## src/shared/fcr_pkg.sv

```systemverilog
// Constants and types of the feature control register block
package fcr_pkg;

    ////////////////////////////////////////////////////////////////////////
    // Widths
    localparam int FCR_DW        = 64;
    localparam int FCR_AW        = 8;
    localparam int FCR_LEGACY_W  = 32;
    localparam int FCR_CODE_W    = 32;
    localparam int FCR_BANK_IW   = 4;

    ////////////////////////////////////////////////////////////////////////
    // Register offsets
    localparam logic [7:0] FCR_OFF_FC        = 8'h00;
    localparam logic [7:0] FCR_OFF_BANK_BASE = 8'h20;
    localparam logic [7:0] FCR_BANK_STRIDE   = 8'h10;
    localparam logic [7:0] FCR_BANK_STS_OFF  = 8'h08;

    ////////////////////////////////////////////////////////////////////////
    // Reset values and write mask
    localparam logic [63:0] FCR_FC_RESET   = 64'h0000_0000_0000_0000;
    localparam logic [63:0] FCR_FC_WMASK   = 64'h0000_0000_0004_07FF;
    localparam logic [63:0] FCR_STS_RESET  = 64'h0000_0000_0000_0000;
    localparam logic        FCR_BEN_RESET  = 1'b0;

    ////////////////////////////////////////////////////////////////////////
    // Field positions
    localparam int FCR_B_V86   = 0;
    localparam int FCR_B_PVI   = 1;
    localparam int FCR_B_TSR   = 2;
    localparam int FCR_B_IOBP  = 3;
    localparam int FCR_B_4MPG  = 4;
    localparam int FCR_B_WIDE  = 5;
    localparam int FCR_B_MCHK  = 6;
    localparam int FCR_B_GPG   = 7;
    localparam int FCR_B_PMCU  = 8;
    localparam int FCR_B_SRS   = 9;
    localparam int FCR_B_SIMD  = 10;
    localparam int FCR_B_XST   = 18;
    localparam int FCR_STS_VLD = 63;
    localparam int FCR_STS_UNC = 62;

    ////////////////////////////////////////////////////////////////////////
    // Types
    typedef enum logic [1:0] {
        FCR_PG_4K = 2'h0,
        FCR_PG_4M = 2'h1,
        FCR_PG_2M = 2'h3
    } fcr_page_t;

    typedef struct packed {
        logic        v86_mode;
        logic        prot_mode;
        logic        long_mode;
        logic        legacy_mode;
        logic [1:0]  cpl;
        logic        tsc_instr;
        logic        pmc_instr;
        logic        sse_instr;
        logic        simd_fp_exc;
        logic        dbg_acc;
        logic [2:0]  dbg_idx;
        logic        large_page_select;
        logic        tbase_write;
    } fcr_exec_t;

    typedef struct packed {
        logic                   valid;
        logic                   uncorr;
        logic [FCR_BANK_IW-1:0] bank;
        logic [FCR_CODE_W-1:0]  code;
    } fcr_err_t;

    typedef struct packed {
        logic       v86_virt_int;
        logic       tss_redirect;
        logic       sti_cli_virt;
        logic       ts_fault;
        logic       pmc_fault;
        logic       io_bp_en;
        logic       dbg_ud;
        logic       dbg_go;
        logic [2:0] dbg_idx;
        fcr_page_t  page_size;
        logic       wide_entry;
        logic       long_mode_bad;
        logic       sse_ud;
        logic       simd_ud;
        logic       simd_xf;
        logic       mc_fault;
        logic       tlb_flush;
        logic       keep_global;
    } fcr_dec_t;

endpackage

```

## src/design/fcr_top.sv

```systemverilog
// Feature control register with machine check banks and decision logic
//
// Implementation choices: the plain strobed port and the address map.
`timescale 1ns/100ps
// Operation
// [RULE1] Legacy operation sees and writes only bits 31 to 0.
// [RULE2] Defined enable bits read and write; reserved 63-19 and 17-11 zero.
// [RULE3] Bit 0 virtualizes interrupt flag and enables redirection bitmap.
// [RULE4] Bit 1 virtualizes only set and clear interrupt; no bitmap.
// [RULE5] Bit 1 virtualization also works in long mode.
// [RULE6] Bit 2 restricts timestamp reads to privilege level 0.
// [RULE7] Bit 3 enables I/O breakpoints; debug four or five faults.
// [RULE8] Bit 3 clear: no I/O breakpoints; four, five alias six, seven.
// [RULE9] Bit 4 lets page-size flag pick 4K or 4M, else 4K.
// [RULE10] Bit 4 ignored while bit 5 set, so in long mode.
// [RULE11] Bit 5 widens table entries to 64 bits, 52-bit addresses.
// [RULE12] With bit 5 the page-size flag picks 4K or 2M.
// [RULE13] Long mode needs bit 5 set.
// [RULE14] Bit 6 raises machine-check fault on uncorrectable errors.
// [RULE15] Enabled errors are logged whatever bit 6 says.
// [RULE16] Each bank has a reporting enable and a status register.
// [RULE17] Correctable errors are logged but never fault.
// [RULE18] Bit 7 keeps global translations when table base is rewritten.
// [RULE19] Bit 8 lets any level read performance counters, else level 0.
// [RULE20] Bit 9 clear makes legacy SIMD instructions fault invalid-opcode.
// [RULE21] Bit 10 clear turns unmasked SIMD FP exceptions into invalid-opcode.
// [RULE22] Reset clears the whole feature register.
module fcr_top
    import fcr_pkg::*;
#(
    parameter int NUM_BANKS = 4
) (
    // Clock and reset
    input  wire logic              MCLK_I,
    input  wire logic              RESETN_I,
    // Register port
    input  wire logic [FCR_AW-1:0] ADDR_I,
    input  wire logic [FCR_DW-1:0] WDATA_I,
    input  wire logic              WR_I,
    input  wire logic              RD_I,
    output logic      [FCR_DW-1:0] RDATA_O,
    // Core execution context and error reports
    input  wire fcr_exec_t         EXEC_I,
    input  wire fcr_err_t          ERR_I,
    // Decisions and register image
    output fcr_dec_t               DEC_O,
    output logic      [FCR_DW-1:0] FEATURE_O
);

    ////////////////////////////////////////////////////////////////////////
    // State
    typedef struct packed {
        logic [FCR_DW-1:0]                 fc;
        logic [NUM_BANKS-1:0]              bank_en;
        logic [NUM_BANKS-1:0][FCR_DW-1:0]  bank_sts;
        logic [FCR_DW-1:0]                 rdata;
        fcr_dec_t                          dec;
    } fcr_state_t;

    fcr_state_t s_q;
    fcr_state_t s_d;

    ////////////////////////////////////////////////////////////////////////
    // Bank address decode, shared by read and write paths
    function automatic logic [FCR_AW-1:0] fcr_bank_addr(input int idx,
                                                        input logic sts);
        logic [FCR_AW-1:0] a;
        a = FCR_OFF_BANK_BASE + FCR_BANK_STRIDE * idx[FCR_AW-1:0];
        if (sts) begin
            a = a + FCR_BANK_STS_OFF;
        end
        return a;
    endfunction

    ////////////////////////////////////////////////////////////////////////
    // Next state
    always_comb begin
        logic [FCR_DW-1:0] wv;
        logic              f;
        logic              err_hit;
        logic              err_en;
        wv      = WDATA_I;
        f       = 1'b0;
        err_hit = 1'b0;
        err_en  = 1'b0;
        s_d     = s_q;
        s_d.rdata = '0;
        s_d.dec   = '0;

        // Feature register write; legacy keeps the upper half
        if (WR_I && ADDR_I == FCR_OFF_FC) begin
            if (EXEC_I.legacy_mode) begin
                wv[FCR_DW-1:FCR_LEGACY_W] = s_q.fc[FCR_DW-1:FCR_LEGACY_W]; // see [RULE1]
            end
            s_d.fc = wv & FCR_FC_WMASK; // see [RULE2]
        end

        // Banks: software write clears status, a new error then wins
        for (int i = 0; i < NUM_BANKS; i++) begin
            if (WR_I && ADDR_I == fcr_bank_addr(i, 1'b0)) begin
                s_d.bank_en[i] = WDATA_I[0]; // see [RULE16]
            end
            if (WR_I && ADDR_I == fcr_bank_addr(i, 1'b1)) begin
                s_d.bank_sts[i] = FCR_STS_RESET;
            end
            if (ERR_I.valid && ERR_I.bank == i[FCR_BANK_IW-1:0]) begin
                err_hit = 1'b1;
                if (s_q.bank_en[i]) begin
                    err_en = 1'b1;
                    // Logged regardless of the fault enable
                    s_d.bank_sts[i] = '0; // see [RULE15]
                    s_d.bank_sts[i][FCR_STS_VLD] = 1'b1;
                    s_d.bank_sts[i][FCR_STS_UNC] = ERR_I.uncorr; // see [RULE17]
                    s_d.bank_sts[i][FCR_CODE_W-1:0] = ERR_I.code;
                end
            end
        end

        // Read data stand one cycle; unmapped reads give zero
        if (RD_I) begin
            if (ADDR_I == FCR_OFF_FC) begin
                s_d.rdata = s_q.fc;
                if (EXEC_I.legacy_mode) begin
                    s_d.rdata[FCR_DW-1:FCR_LEGACY_W] = '0; // see [RULE1]
                end
            end
            for (int i = 0; i < NUM_BANKS; i++) begin
                if (ADDR_I == fcr_bank_addr(i, 1'b0)) begin
                    s_d.rdata[0] = s_q.bank_en[i];
                end
                if (ADDR_I == fcr_bank_addr(i, 1'b1)) begin
                    s_d.rdata = s_q.bank_sts[i];
                end
            end
        end

        // Interrupt virtualization
        f = s_q.fc[FCR_B_V86] && EXEC_I.v86_mode;
        s_d.dec.v86_virt_int = f; // see [RULE3]
        s_d.dec.tss_redirect = f; // see [RULE4]
        // Protected mode includes long mode here
        s_d.dec.sti_cli_virt = f || (s_q.fc[FCR_B_PVI] && !EXEC_I.v86_mode
                               && (EXEC_I.prot_mode || EXEC_I.long_mode)); // see [RULE4] see [RULE5]

        // Privilege checks
        s_d.dec.ts_fault = EXEC_I.tsc_instr && s_q.fc[FCR_B_TSR]
                           && EXEC_I.cpl != 2'h0; // see [RULE6]
        s_d.dec.pmc_fault = EXEC_I.pmc_instr && !s_q.fc[FCR_B_PMCU]
                            && EXEC_I.cpl != 2'h0; // see [RULE19]

        // Debug registers four and five
        s_d.dec.io_bp_en = s_q.fc[FCR_B_IOBP]; // see [RULE7] see [RULE8]
        s_d.dec.dbg_idx  = EXEC_I.dbg_idx;
        if (EXEC_I.dbg_acc) begin
            if (EXEC_I.dbg_idx == 3'h4 || EXEC_I.dbg_idx == 3'h5) begin
                if (s_q.fc[FCR_B_IOBP]) begin
                    s_d.dec.dbg_ud = 1'b1; // see [RULE7]
                end else begin
                    s_d.dec.dbg_go  = 1'b1;
                    s_d.dec.dbg_idx = EXEC_I.dbg_idx + 3'h2; // see [RULE8]
                end
            end else begin
                s_d.dec.dbg_go = 1'b1;
            end
        end

        // Page size; wide mode overrides the 4M enable
        s_d.dec.wide_entry = s_q.fc[FCR_B_WIDE]; // see [RULE11]
        s_d.dec.page_size  = FCR_PG_4K;
        if (s_q.fc[FCR_B_WIDE]) begin
            if (EXEC_I.large_page_select) begin
                s_d.dec.page_size = FCR_PG_2M; // see [RULE10] see [RULE12]
            end
        end else if (s_q.fc[FCR_B_4MPG] && EXEC_I.large_page_select) begin
            s_d.dec.page_size = FCR_PG_4M; // see [RULE9]
        end
        s_d.dec.long_mode_bad = EXEC_I.long_mode && !s_q.fc[FCR_B_WIDE]; // see [RULE13]

        // Media instruction gating
        s_d.dec.sse_ud  = EXEC_I.sse_instr && !s_q.fc[FCR_B_SRS]; // see [RULE20]
        s_d.dec.simd_ud = EXEC_I.simd_fp_exc && !s_q.fc[FCR_B_SIMD]; // see [RULE21]
        s_d.dec.simd_xf = EXEC_I.simd_fp_exc && s_q.fc[FCR_B_SIMD];

        // Machine check fault, only enabled uncorrectable errors
        s_d.dec.mc_fault = err_hit && err_en && ERR_I.uncorr
                           && s_q.fc[FCR_B_MCHK]; // see [RULE14] see [RULE17]

        // Base rewrite flush; globals survive only when enabled
        s_d.dec.tlb_flush   = EXEC_I.tbase_write;
        s_d.dec.keep_global = EXEC_I.tbase_write && s_q.fc[FCR_B_GPG]; // see [RULE18]
    end

    ////////////////////////////////////////////////////////////////////////
    // Registers
    always_ff @(posedge MCLK_I) begin
        if (!RESETN_I) begin
            s_q          <= '0;
            s_q.fc       <= FCR_FC_RESET; // see [RULE22]
            s_q.bank_en  <= {NUM_BANKS{FCR_BEN_RESET}};
            s_q.bank_sts <= {NUM_BANKS{FCR_STS_RESET}};
        end else begin
            s_q <= s_d;
        end
    end

    ////////////////////////////////////////////////////////////////////////
    // Outputs
    assign RDATA_O   = s_q.rdata;
    assign DEC_O     = s_q.dec;
    assign FEATURE_O = s_q.fc;

endmodule // fcr_top

```

## config.mk

```make
export PLATFORM = sky130hd
export DESIGN_NAME = fcr_top
export DESIGN_NICKNAME = d
export VERILOG_FILES = /design/src/shared/fcr_pkg.sv /design/src/design/fcr_top.sv
export SDC_FILE = /design/constraint.sdc
export NUM_CORES = 1
export LEC_CHECK = 0
export ABC_AREA = 1
export BUFFER_PORTS_ARGS = -buffer_cell sky130_fd_sc_hd__buf_2
export CORE_UTILIZATION = 25
export CTS_BUF_LIST = sky130_fd_sc_hd__clkbuf_16
export DETAILED_ROUTE_END_ITERATION = 8
export PLACE_DENSITY_LB_ADDON = 0.1
export SETUP_SLACK_MARGIN = 0.1
export SLEW_MARGIN = 20
export SYNTH_ARGS = -nofsm -noshare
export SYNTH_HDL_FRONTEND = slang
export SYNTH_SLANG_ARGS = --single-unit
export TNS_END_PERCENT = 50
```

## constraint.sdc

```tcl
create_clock -name MCLK_I -period 1.8 [get_ports MCLK_I]
set_clock_uncertainty 0.15 [all_clocks]
set_input_delay 0.36 -clock MCLK_I [delete_from_list [all_inputs] [get_ports MCLK_I]]
set_output_delay 0.36 -clock MCLK_I [all_outputs]
set_load 0.005 [all_outputs]
```

==> results of run 1 <==
[stage by stage]
step                      utilization [%]  cells  worst slack [ns]  area [um2]
after floorplan                         -   1809             0.207       14100
after global placement               28.2   2565            -0.403       15500
after detailed placement             28.2   2565            -0.436       15500
after CTS                            31.5   2701            0.0552       17400
after global routing                 31.6   2701            0.0782       17400
final                                31.6   2702             0.152       17400
[Yosys cell counts (all sizes together), types with 3 or more instances]
cell type,instances
inv,72
a21oi,190
a41oi,38
nor3,32
buf,208
nand2,430
nand3,14
o22ai,16
dfxtp,356
a31oi,3
clkbuf,55
o21ai,157
nor2,169
nand4,12
[registers in the layout, indices dropped and copies added, names as in the netlist]
name	count
DEC_O	20
s_q	260
RDATA_O	64
FEATURE_O	12
[path summary, 6_finish.rpt]
| path | from | to | slack, ns | cells after the start |
|---|---|---|---|---|
| max | FEATURE_O[3] | FEATURE_O[3] | 0.15 | 1 |
| min reg2reg | s_q[265] | s_q[265] | 0.28 | 2 |
| min | WR_I | s_q[344] | 0.07 | 5 |
| max reg2reg | s_q[344] | s_q[299] | 0.31 | 5 |
[cells by family (layout without fill, tap and decap cells)]
kind of cell               Yosys count  in the layout  synth area share (%)
and+or+nand+nor                    658            658                  19.0
AOI/OAI and AO/OA                  406            406                  15.8
DFF                                356            356                  51.2
buffers and inverters              336            480                  13.9
other                                1             53                0.0269
adders and majority gates            1              1                0.0898
[power groups by stage]
stage	clock (uW)	sequential [uW]	combinational, uW
after floorplan	0	8070	340
after global placement	0	8070	543
after detailed placement	0	8070	544
after CTS	8220	7900	650
after global routing	8530	7890	716
final	7880	7900	643
[routing by layer]
layer	track usage, %	routed length [um]	vias up
li1	-	-	5884
met1	19.4	19600	5414
met2	26.7	21200	198
met3	2.35	1550	69
met4	5.30	1030	2
met5	0	10	-
[area by class of cell]
cell class	instances	area, um2	area share [%]
clock inverter	30	134	0.770
tap	748	936	5.38
antenna	1	2.50	0.0144
sequential	356	7130	41.0
timing repair buffer	332	2720	15.6
inverter	73	274	1.58
multi-input combinational	1117	5070	29.2
clock buffer	45	1130	6.48
[worst reg2reg max path, cell delays in order (launching register included)]
cell and delay [ns]:
sky130_fd_sc_hd__dfxtp_1 0.35, sky130_fd_sc_hd__nand4_1 0.24, sky130_fd_sc_hd__buf_12 0.26, sky130_fd_sc_hd__buf_12 0.17, sky130_fd_sc_hd__o21ai_0 0.15, sky130_fd_sc_hd__a21oi_1 0.06
[what timing repair did]
action / 4_1_cts / 5_1_grt
hold buffers: 61 / 0
gates cloned: 0 / 0
setup endpoints to repair: 3 / 3
resized for setup: 1 / 1
endpoints found under the hold margin: 162 / 0
setup buffers: 0 / 0
==> metrics.txt, run 1 <==
# TYPE chip_impl_metric gauge
chip_impl_metric{name="leakage",unit="uW"} 0.00674
chip_impl_metric{name="timing.critical_path.slowest_cell_delay",unit="ns"} 0.42
chip_impl_metric{name="post_route_drc",unit=""} 0
chip_impl_metric{name="grt_start_max_net_pins",unit=""} 68
chip_impl_metric{name="int_power",unit="uW"} 12600
chip_impl_metric{name="drt_pass1_iterations",unit=""} 5
chip_impl_metric{name="power.share.switching",unit="%"} 23.0
chip_impl_metric{name="clkSinkCount",unit=""} 356
chip_impl_metric{name="port-buffer-count",unit=""} 173
chip_impl_info{name="layout.cells.most_common",value="sky130_fd_sc_hd__nand2_1"} 1
chip_impl_metric{name="maxClockFrequency",unit="MHz"} 607
chip_impl_metric{name="clock_pin_transition_on_the_worst_setup_and_hold_timing_paths",unit="ns"} 0.06
chip_impl_metric{name="slew-limit-headroom",unit="%"} 64.7
chip_impl_metric{name="grt_first_pass_wirelength",unit="um"} 67400
chip_impl_metric{name="start_util",unit="%"} 25.3
chip_impl_metric{name="cts_buffers",unit=""} 44
chip_impl_metric{name="synth_async_sr_flop_share",unit="%"} 0
chip_impl_metric{name="syn_area",unit="um2"} 13900
chip_impl_metric{name="holdWs",unit="ns"} 0.0742
chip_impl_metric{name="synth.ff_latch_count",unit=""} 356
chip_impl_metric{name="die_y",unit="um"} 238
chip_impl_metric{name="final_layout_size_suffix_gt1_share",unit="%"} 18.0
chip_impl_info{name="unrepaired_setup_endpoints_after_global_routing",value="true"} 1
chip_impl_metric{name="insertion_delay",unit="ns"} 0.57
chip_impl_metric{name="combPwrFrac",unit="%"} 3.9
chip_impl_metric{name="yosysTopAreaCellShare",unit="%"} 51.2
chip_impl_metric{name="fp-row-count",unit=""} 86
chip_impl_metric{name="irDropWorstVdd",unit="V"} 0.000577
chip_impl_metric{name="fin_hold_viols",unit=""} 0
chip_impl_metric{name="maxCapViolCount",unit=""} 0
chip_impl_metric{name="initialDrtViolationCount",unit=""} 693
chip_impl_metric{name="io_pins",unit=""} 279
chip_impl_metric{name="route.detailed.wl_per_inst",unit="um"} 16.1
chip_impl_metric{name="fin_tns_setup",unit="ns"} 0
chip_impl_info{name="run_status",value="completed"} 1
chip_impl_metric{name="cp.arrival",unit="ns"} 1.14
chip_impl_metric{name="final-setup-viol-count",unit=""} 0
chip_impl_metric{name="worst_tran_pin_value",unit="ns"} 0.528
chip_impl_metric{name="htreeDepth",unit=""} 2
chip_impl_info{name="cts_tree",value="built"} 1
chip_impl_metric{name="synth-edff-count",unit=""} 0
chip_impl_info{name="critical_setup_path_class",value="register to output pin"} 1
chip_impl_metric{name="area_growth_syn_to_layout",unit="%"} 24.9
chip_impl_metric{name="via_count_of_the_first_global_routing_pass",unit=""} 11400
chip_impl_metric{name="worst-path-buf-inv",unit=""} 1
chip_impl_metric{name="drt_wl_total",unit="um"} 43400
chip_impl_metric{name="max-clock-path-buffers",unit=""} 3
chip_impl_info{name="commonest_cells_after_routing_fill_and_taps_aside",value="425 x sky130_fd_sc_hd__nand2_1, 354 x sky130_fd_sc_hd__dfxtp_1, 190 x sky130_fd_sc_hd__a21oi_1"} 1
chip_impl_metric{name="p_per_area",unit="nW/um2"} 945
chip_impl_metric{name="grt.overflow.total",unit=""} 0
chip_impl_metric{name="dpl.hpwl",unit="um"} 27700
chip_impl_info{name="holdCritPathClass",value="input port to register"} 1
chip_impl_info{name="cts.root.buffer_cell",value="sky130_fd_sc_hd__clkbuf_16"} 1
chip_impl_metric{name="fp.dieArea",unit="um2"} 56600
chip_impl_metric{name="post_synth_inst_count",unit=""} 1758
chip_impl_metric{name="post_synth_num_cell_types",unit=""} 30
chip_impl_metric{name="critPathMaxFanout",unit=""} 6
chip_impl_info{name="synthFlopType",value="sky130_fd_sc_hd__dfxtp_1"} 1
chip_impl_metric{name="cp.required",unit="ns"} 1.29
chip_impl_metric{name="period_share",unit="%"} 91.5
chip_impl_metric{name="design_power_total",unit="uW"} 16400
chip_impl_metric{name="floorplan.core_area",unit="um2"} 55100
chip_impl_metric{name="post_synth.cell_area_avg",unit="um2"} 7.92
chip_impl_metric{name="synthesis.yosys.warnings",unit=""} 0
chip_impl_info{name="critPathLaunchType",value="register"} 1
chip_impl_info{name="end_kind",value="output pin"} 1
chip_impl_info{name="cpLargestDelayFamily",value="flip-flops"} 1
chip_impl_metric{name="global_route.usage.total",unit="%"} 15.4
chip_impl_metric{name="net-switching-power",unit="uW"} 3780
chip_impl_metric{name="drt-vias-per-instance",unit=""} 4.28
chip_impl_metric{name="final_antenna_net_count",unit=""} 0
chip_impl_metric{name="slew_violations",unit=""} 0
chip_impl_metric{name="route.vias.total",unit=""} 11600
chip_impl_metric{name="seq_power_share",unit="%"} 48.1
chip_impl_metric{name="chipWidth",unit="um"} 238
chip_impl_metric{name="clock_power_share",unit="%"} 48.0
chip_impl_metric{name="fin_nets",unit=""} 2055
chip_impl_info{name="crit_path_cell_trace",value="buf_2"} 1
chip_impl_info{name="synthDominantAreaCellType",value="sky130_fd_sc_hd__dfxtp_1"} 1
chip_impl_metric{name="place_congestion",unit=""} 0.733
chip_impl_metric{name="proportion_of_synthesized_chip_area_in_sequential_cells",unit="%"} 51.2
chip_impl_metric{name="timing.final.crit_period",unit="ns"} 1.65
chip_impl_metric{name="num-fill-cells",unit=""} 5958
chip_impl_info{name="critical_path.slowest_cell",value="sky130_fd_sc_hd__dfxtp_1"} 1
chip_impl_info{name="synth.area.top_cells",value="sky130_fd_sc_hd__dfxtp_1 51%, sky130_fd_sc_hd__nand2_1 11%, sky130_fd_sc_hd__buf_4 8.0%, sky130_fd_sc_hd__a21oi_1 6.8%, sky130_fd_sc_hd__o21ai_0 5.6%"} 1
chip_impl_metric{name="antenna_violations_before_repair",unit=""} 2
(Power assumes the default switching activity.)
==> run 2, diff against run 1 <==
--- a/config.mk
+++ b/config.mk
@@ -7,6 +7,7 @@
 export LEC_CHECK = 0
 export ABC_AREA = 1
 export BUFFER_PORTS_ARGS = -buffer_cell sky130_fd_sc_hd__buf_2
+export CORE_ASPECT_RATIO = 0.8
 export CORE_UTILIZATION = 25
 export CTS_BUF_LIST = sky130_fd_sc_hd__clkbuf_16
 export DETAILED_ROUTE_END_ITERATION = 8
==> constraint.sdc (replaced) <==
create_clock -name MCLK_I -period 1.64 [get_ports MCLK_I]
set_clock_uncertainty 0.15 [all_clocks]
set_input_delay 0.328 -clock MCLK_I [delete_from_list [all_inputs] [get_ports MCLK_I]]
set_output_delay 0.328 -clock MCLK_I [all_outputs]
set_load 0.005 [all_outputs]
==> run 2 against run 1 <==
The flow now finishes with violations (setup timing). Clock-buffer cell count decreased by 2. First-iteration DRC count fell by 14%. Flip-flop and latch count unchanged.
==> metrics.txt, run 2 (same netlist as run 1, synthesis figures left out) <==
# TYPE chip_impl_metric gauge
chip_impl_metric{name="clkSinkCount",unit=""} 356
chip_impl_metric{name="fin_nets",unit=""} 2066
chip_impl_metric{name="irDropWorstVdd",unit="V"} 0.000575
chip_impl_metric{name="clock_pin_transition_on_the_worst_setup_and_hold_timing_paths",unit="ns"} 0.06
chip_impl_metric{name="largest_register_ff_count",unit=""} 260
chip_impl_metric{name="slew_violations",unit=""} 0
chip_impl_metric{name="route.vias.total",unit=""} 11700
chip_impl_metric{name="drt-vias-per-instance",unit=""} 4.31
chip_impl_info{name="run_status",value="complete, but fails checks"} 1
chip_impl_info{name="cts.root.buffer_cell",value="sky130_fd_sc_hd__clkbuf_16"} 1
chip_impl_metric{name="final_layout_size_suffix_gt1_share",unit="%"} 23.1
chip_impl_metric{name="final-setup-viol-count",unit=""} 2
chip_impl_metric{name="drt_wl_total",unit="um"} 45900
chip_impl_metric{name="antenna_violations_before_repair",unit=""} 2
chip_impl_metric{name="final_antenna_net_count",unit=""} 0
chip_impl_metric{name="dpl.hpwl",unit="um"} 28200
chip_impl_info{name="crit_path_cell_trace",value="nand2_4 -> nor3_4 -> clkinv_4 -> nand2_8 -> clkbuf_16 -> nor3_2"} 1
chip_impl_metric{name="maxCapViolCount",unit=""} 0
chip_impl_info{name="regMostFlops",value="s_q"} 1
chip_impl_metric{name="layout_setup_ws",unit="ns"} -0.00219
chip_impl_metric{name="cts_buffers",unit=""} 42
chip_impl_info{name="cts_tree",value="built"} 1
chip_impl_metric{name="grt_first_pass_wirelength",unit="um"} 68800
chip_impl_metric{name="timing.final.crit_period",unit="ns"} 1.64
chip_impl_metric{name="r2r_cells",unit=""} 6
chip_impl_metric{name="post_route_drc",unit=""} 0
chip_impl_metric{name="grt_start_max_net_pins",unit=""} 69
chip_impl_metric{name="timing.critical_path.slowest_cell_delay",unit="ns"} 0.36
chip_impl_metric{name="io_pins",unit=""} 279
chip_impl_metric{name="cp.arrival",unit="ns"} 1.92
chip_impl_metric{name="p_per_area",unit="nW/um2"} 1010
chip_impl_metric{name="drt_pass1_iterations",unit=""} 5
chip_impl_metric{name="fp.dieArea",unit="um2"} 56700
chip_impl_metric{name="die_y",unit="um"} 213
chip_impl_metric{name="timing.hold.worst_path_depth",unit=""} 5
chip_impl_metric{name="route.detailed.wl_per_inst",unit="um"} 16.9
chip_impl_metric{name="global_route.usage.total",unit="%"} 15.9
chip_impl_info{name="failed_checks",value="setup timing"} 1
chip_impl_metric{name="port-buffer-count",unit=""} 173
chip_impl_info{name="critical_path.slowest_cell",value="sky130_fd_sc_hd__dfxtp_4"} 1
chip_impl_info{name="end_kind",value="register"} 1
chip_impl_info{name="layout.cells.most_common",value="sky130_fd_sc_hd__nand2_1"} 1
chip_impl_info{name="commonest_cells_after_routing_fill_and_taps_aside",value="420 x sky130_fd_sc_hd__nand2_1, 330 x sky130_fd_sc_hd__dfxtp_1, 184 x sky130_fd_sc_hd__a21oi_1"} 1
chip_impl_metric{name="max-clock-path-buffers",unit=""} 3
chip_impl_metric{name="maxClockFrequency",unit="MHz"} 609
chip_impl_metric{name="place_congestion",unit=""} 0.750
chip_impl_metric{name="critPathMaxFanout",unit=""} 8
chip_impl_metric{name="floorplan.core_area",unit="um2"} 54400
chip_impl_metric{name="period_share",unit="%"} 100
chip_impl_metric{name="fp-row-count",unit=""} 76
chip_impl_metric{name="start_util",unit="%"} 25.6
chip_impl_metric{name="via_count_of_the_first_global_routing_pass",unit=""} 11300
chip_impl_metric{name="chipWidth",unit="um"} 266
chip_impl_metric{name="initialDrtViolationCount",unit=""} 596
chip_impl_metric{name="insertion_delay",unit="ns"} 0.56
chip_impl_metric{name="cp.required",unit="ns"} 1.92
chip_impl_info{name="critical_setup_path_class",value="register to register"} 1
chip_impl_metric{name="post-place-ws",unit="ns"} -0.376
chip_impl_metric{name="leakage",unit="uW"} 0.00695
chip_impl_metric{name="fin_hold_viols",unit=""} 0
chip_impl_info{name="holdCritPathClass",value="input port to register"} 1
chip_impl_info{name="unrepaired_setup_endpoints_after_global_routing",value="true"} 1
chip_impl_metric{name="htreeDepth",unit=""} 2
chip_impl_metric{name="fin_util",unit="%"} 33.2
chip_impl_info{name="critPathLaunchType",value="register"} 1
chip_impl_metric{name="grt.overflow.total",unit=""} 0
chip_impl_metric{name="area_growth_syn_to_layout",unit="%"} 29.7
run 2: metrics by stage:
step	hold WS [ns]	setup TNS, ns	power, uW	std cells	instance area, um2
6_report	0.0533	-0.00244	18300	2709	18100
5_1_grt	0.0539	-0.838	19000	2709	18100
4_1_cts	0.0198	0	18600	2696	17500
3_5_place_dp	0.277	-85.06	9470	2552	15500
3_3_place_gp	0.275	-81.27	9470	2552	15500
2_1_floorplan	0.265	0	9230	1809	14100
run 2: timing repair:
action	CTS	global route
pin swaps	1	17
gates cloned	1	6
setup endpoints to repair	88	113
hold endpoints to repair	161	0
hold buffers	61	0
resized for setup	29	131
buffers inserted	7	5
run 2: report_power, final:
part / internal [uW] / switching (uW) / total [uW]
clock: 5050 / 3750 / 8800
sequential: 8650 / 3.19 / 8660
combinational: 336 / 470 / 806
run 2: routing by layer:
| metal | part of all wire, % | routed length [um] | track usage [%] | up-vias |
|---|---|---|---|---|
| met3 | 4.3 | 1980 | 2.59 | 53 |
| met5 | 0 | 0 | 0 | - |
| met1 | 52 | 23600 | 23.0 | 5468 |
| met4 | 1.7 | 793 | 4.60 | 0 |
| met2 | 42 | 19400 | 24.2 | 254 |
| li1 | - | - | - | 5895 |
run 2: cell type report:
class,instances,area (um2)
clock inverter,32,194
tap,741,927
antenna,2,5.00
timing repair buffer,345,3000
fill,5821,36300
sequential,356,7170
clock buffer,43,1080
multi-input combinational,1117,5390
inverter,73,284
run 2: worst max-delay path: cells and delay by family, from the launching register on:
kind / cells / cell delay, ns
AND/OR/NAND/NOR: 4 / 0.55
buffers and inverters: 2 / 0.45
flip-flops: 1 / 0.36
run 2: final timing paths:
path | end | slack (ns) | start
min reg2reg | DEC_O[4] | 0.28 | FEATURE_O[10]
max | s_q[139] | -0.002 | s_q[341]
min | s_q[343] | 0.05 | WR_I
max reg2reg | s_q[139] | -0.002 | s_q[341]
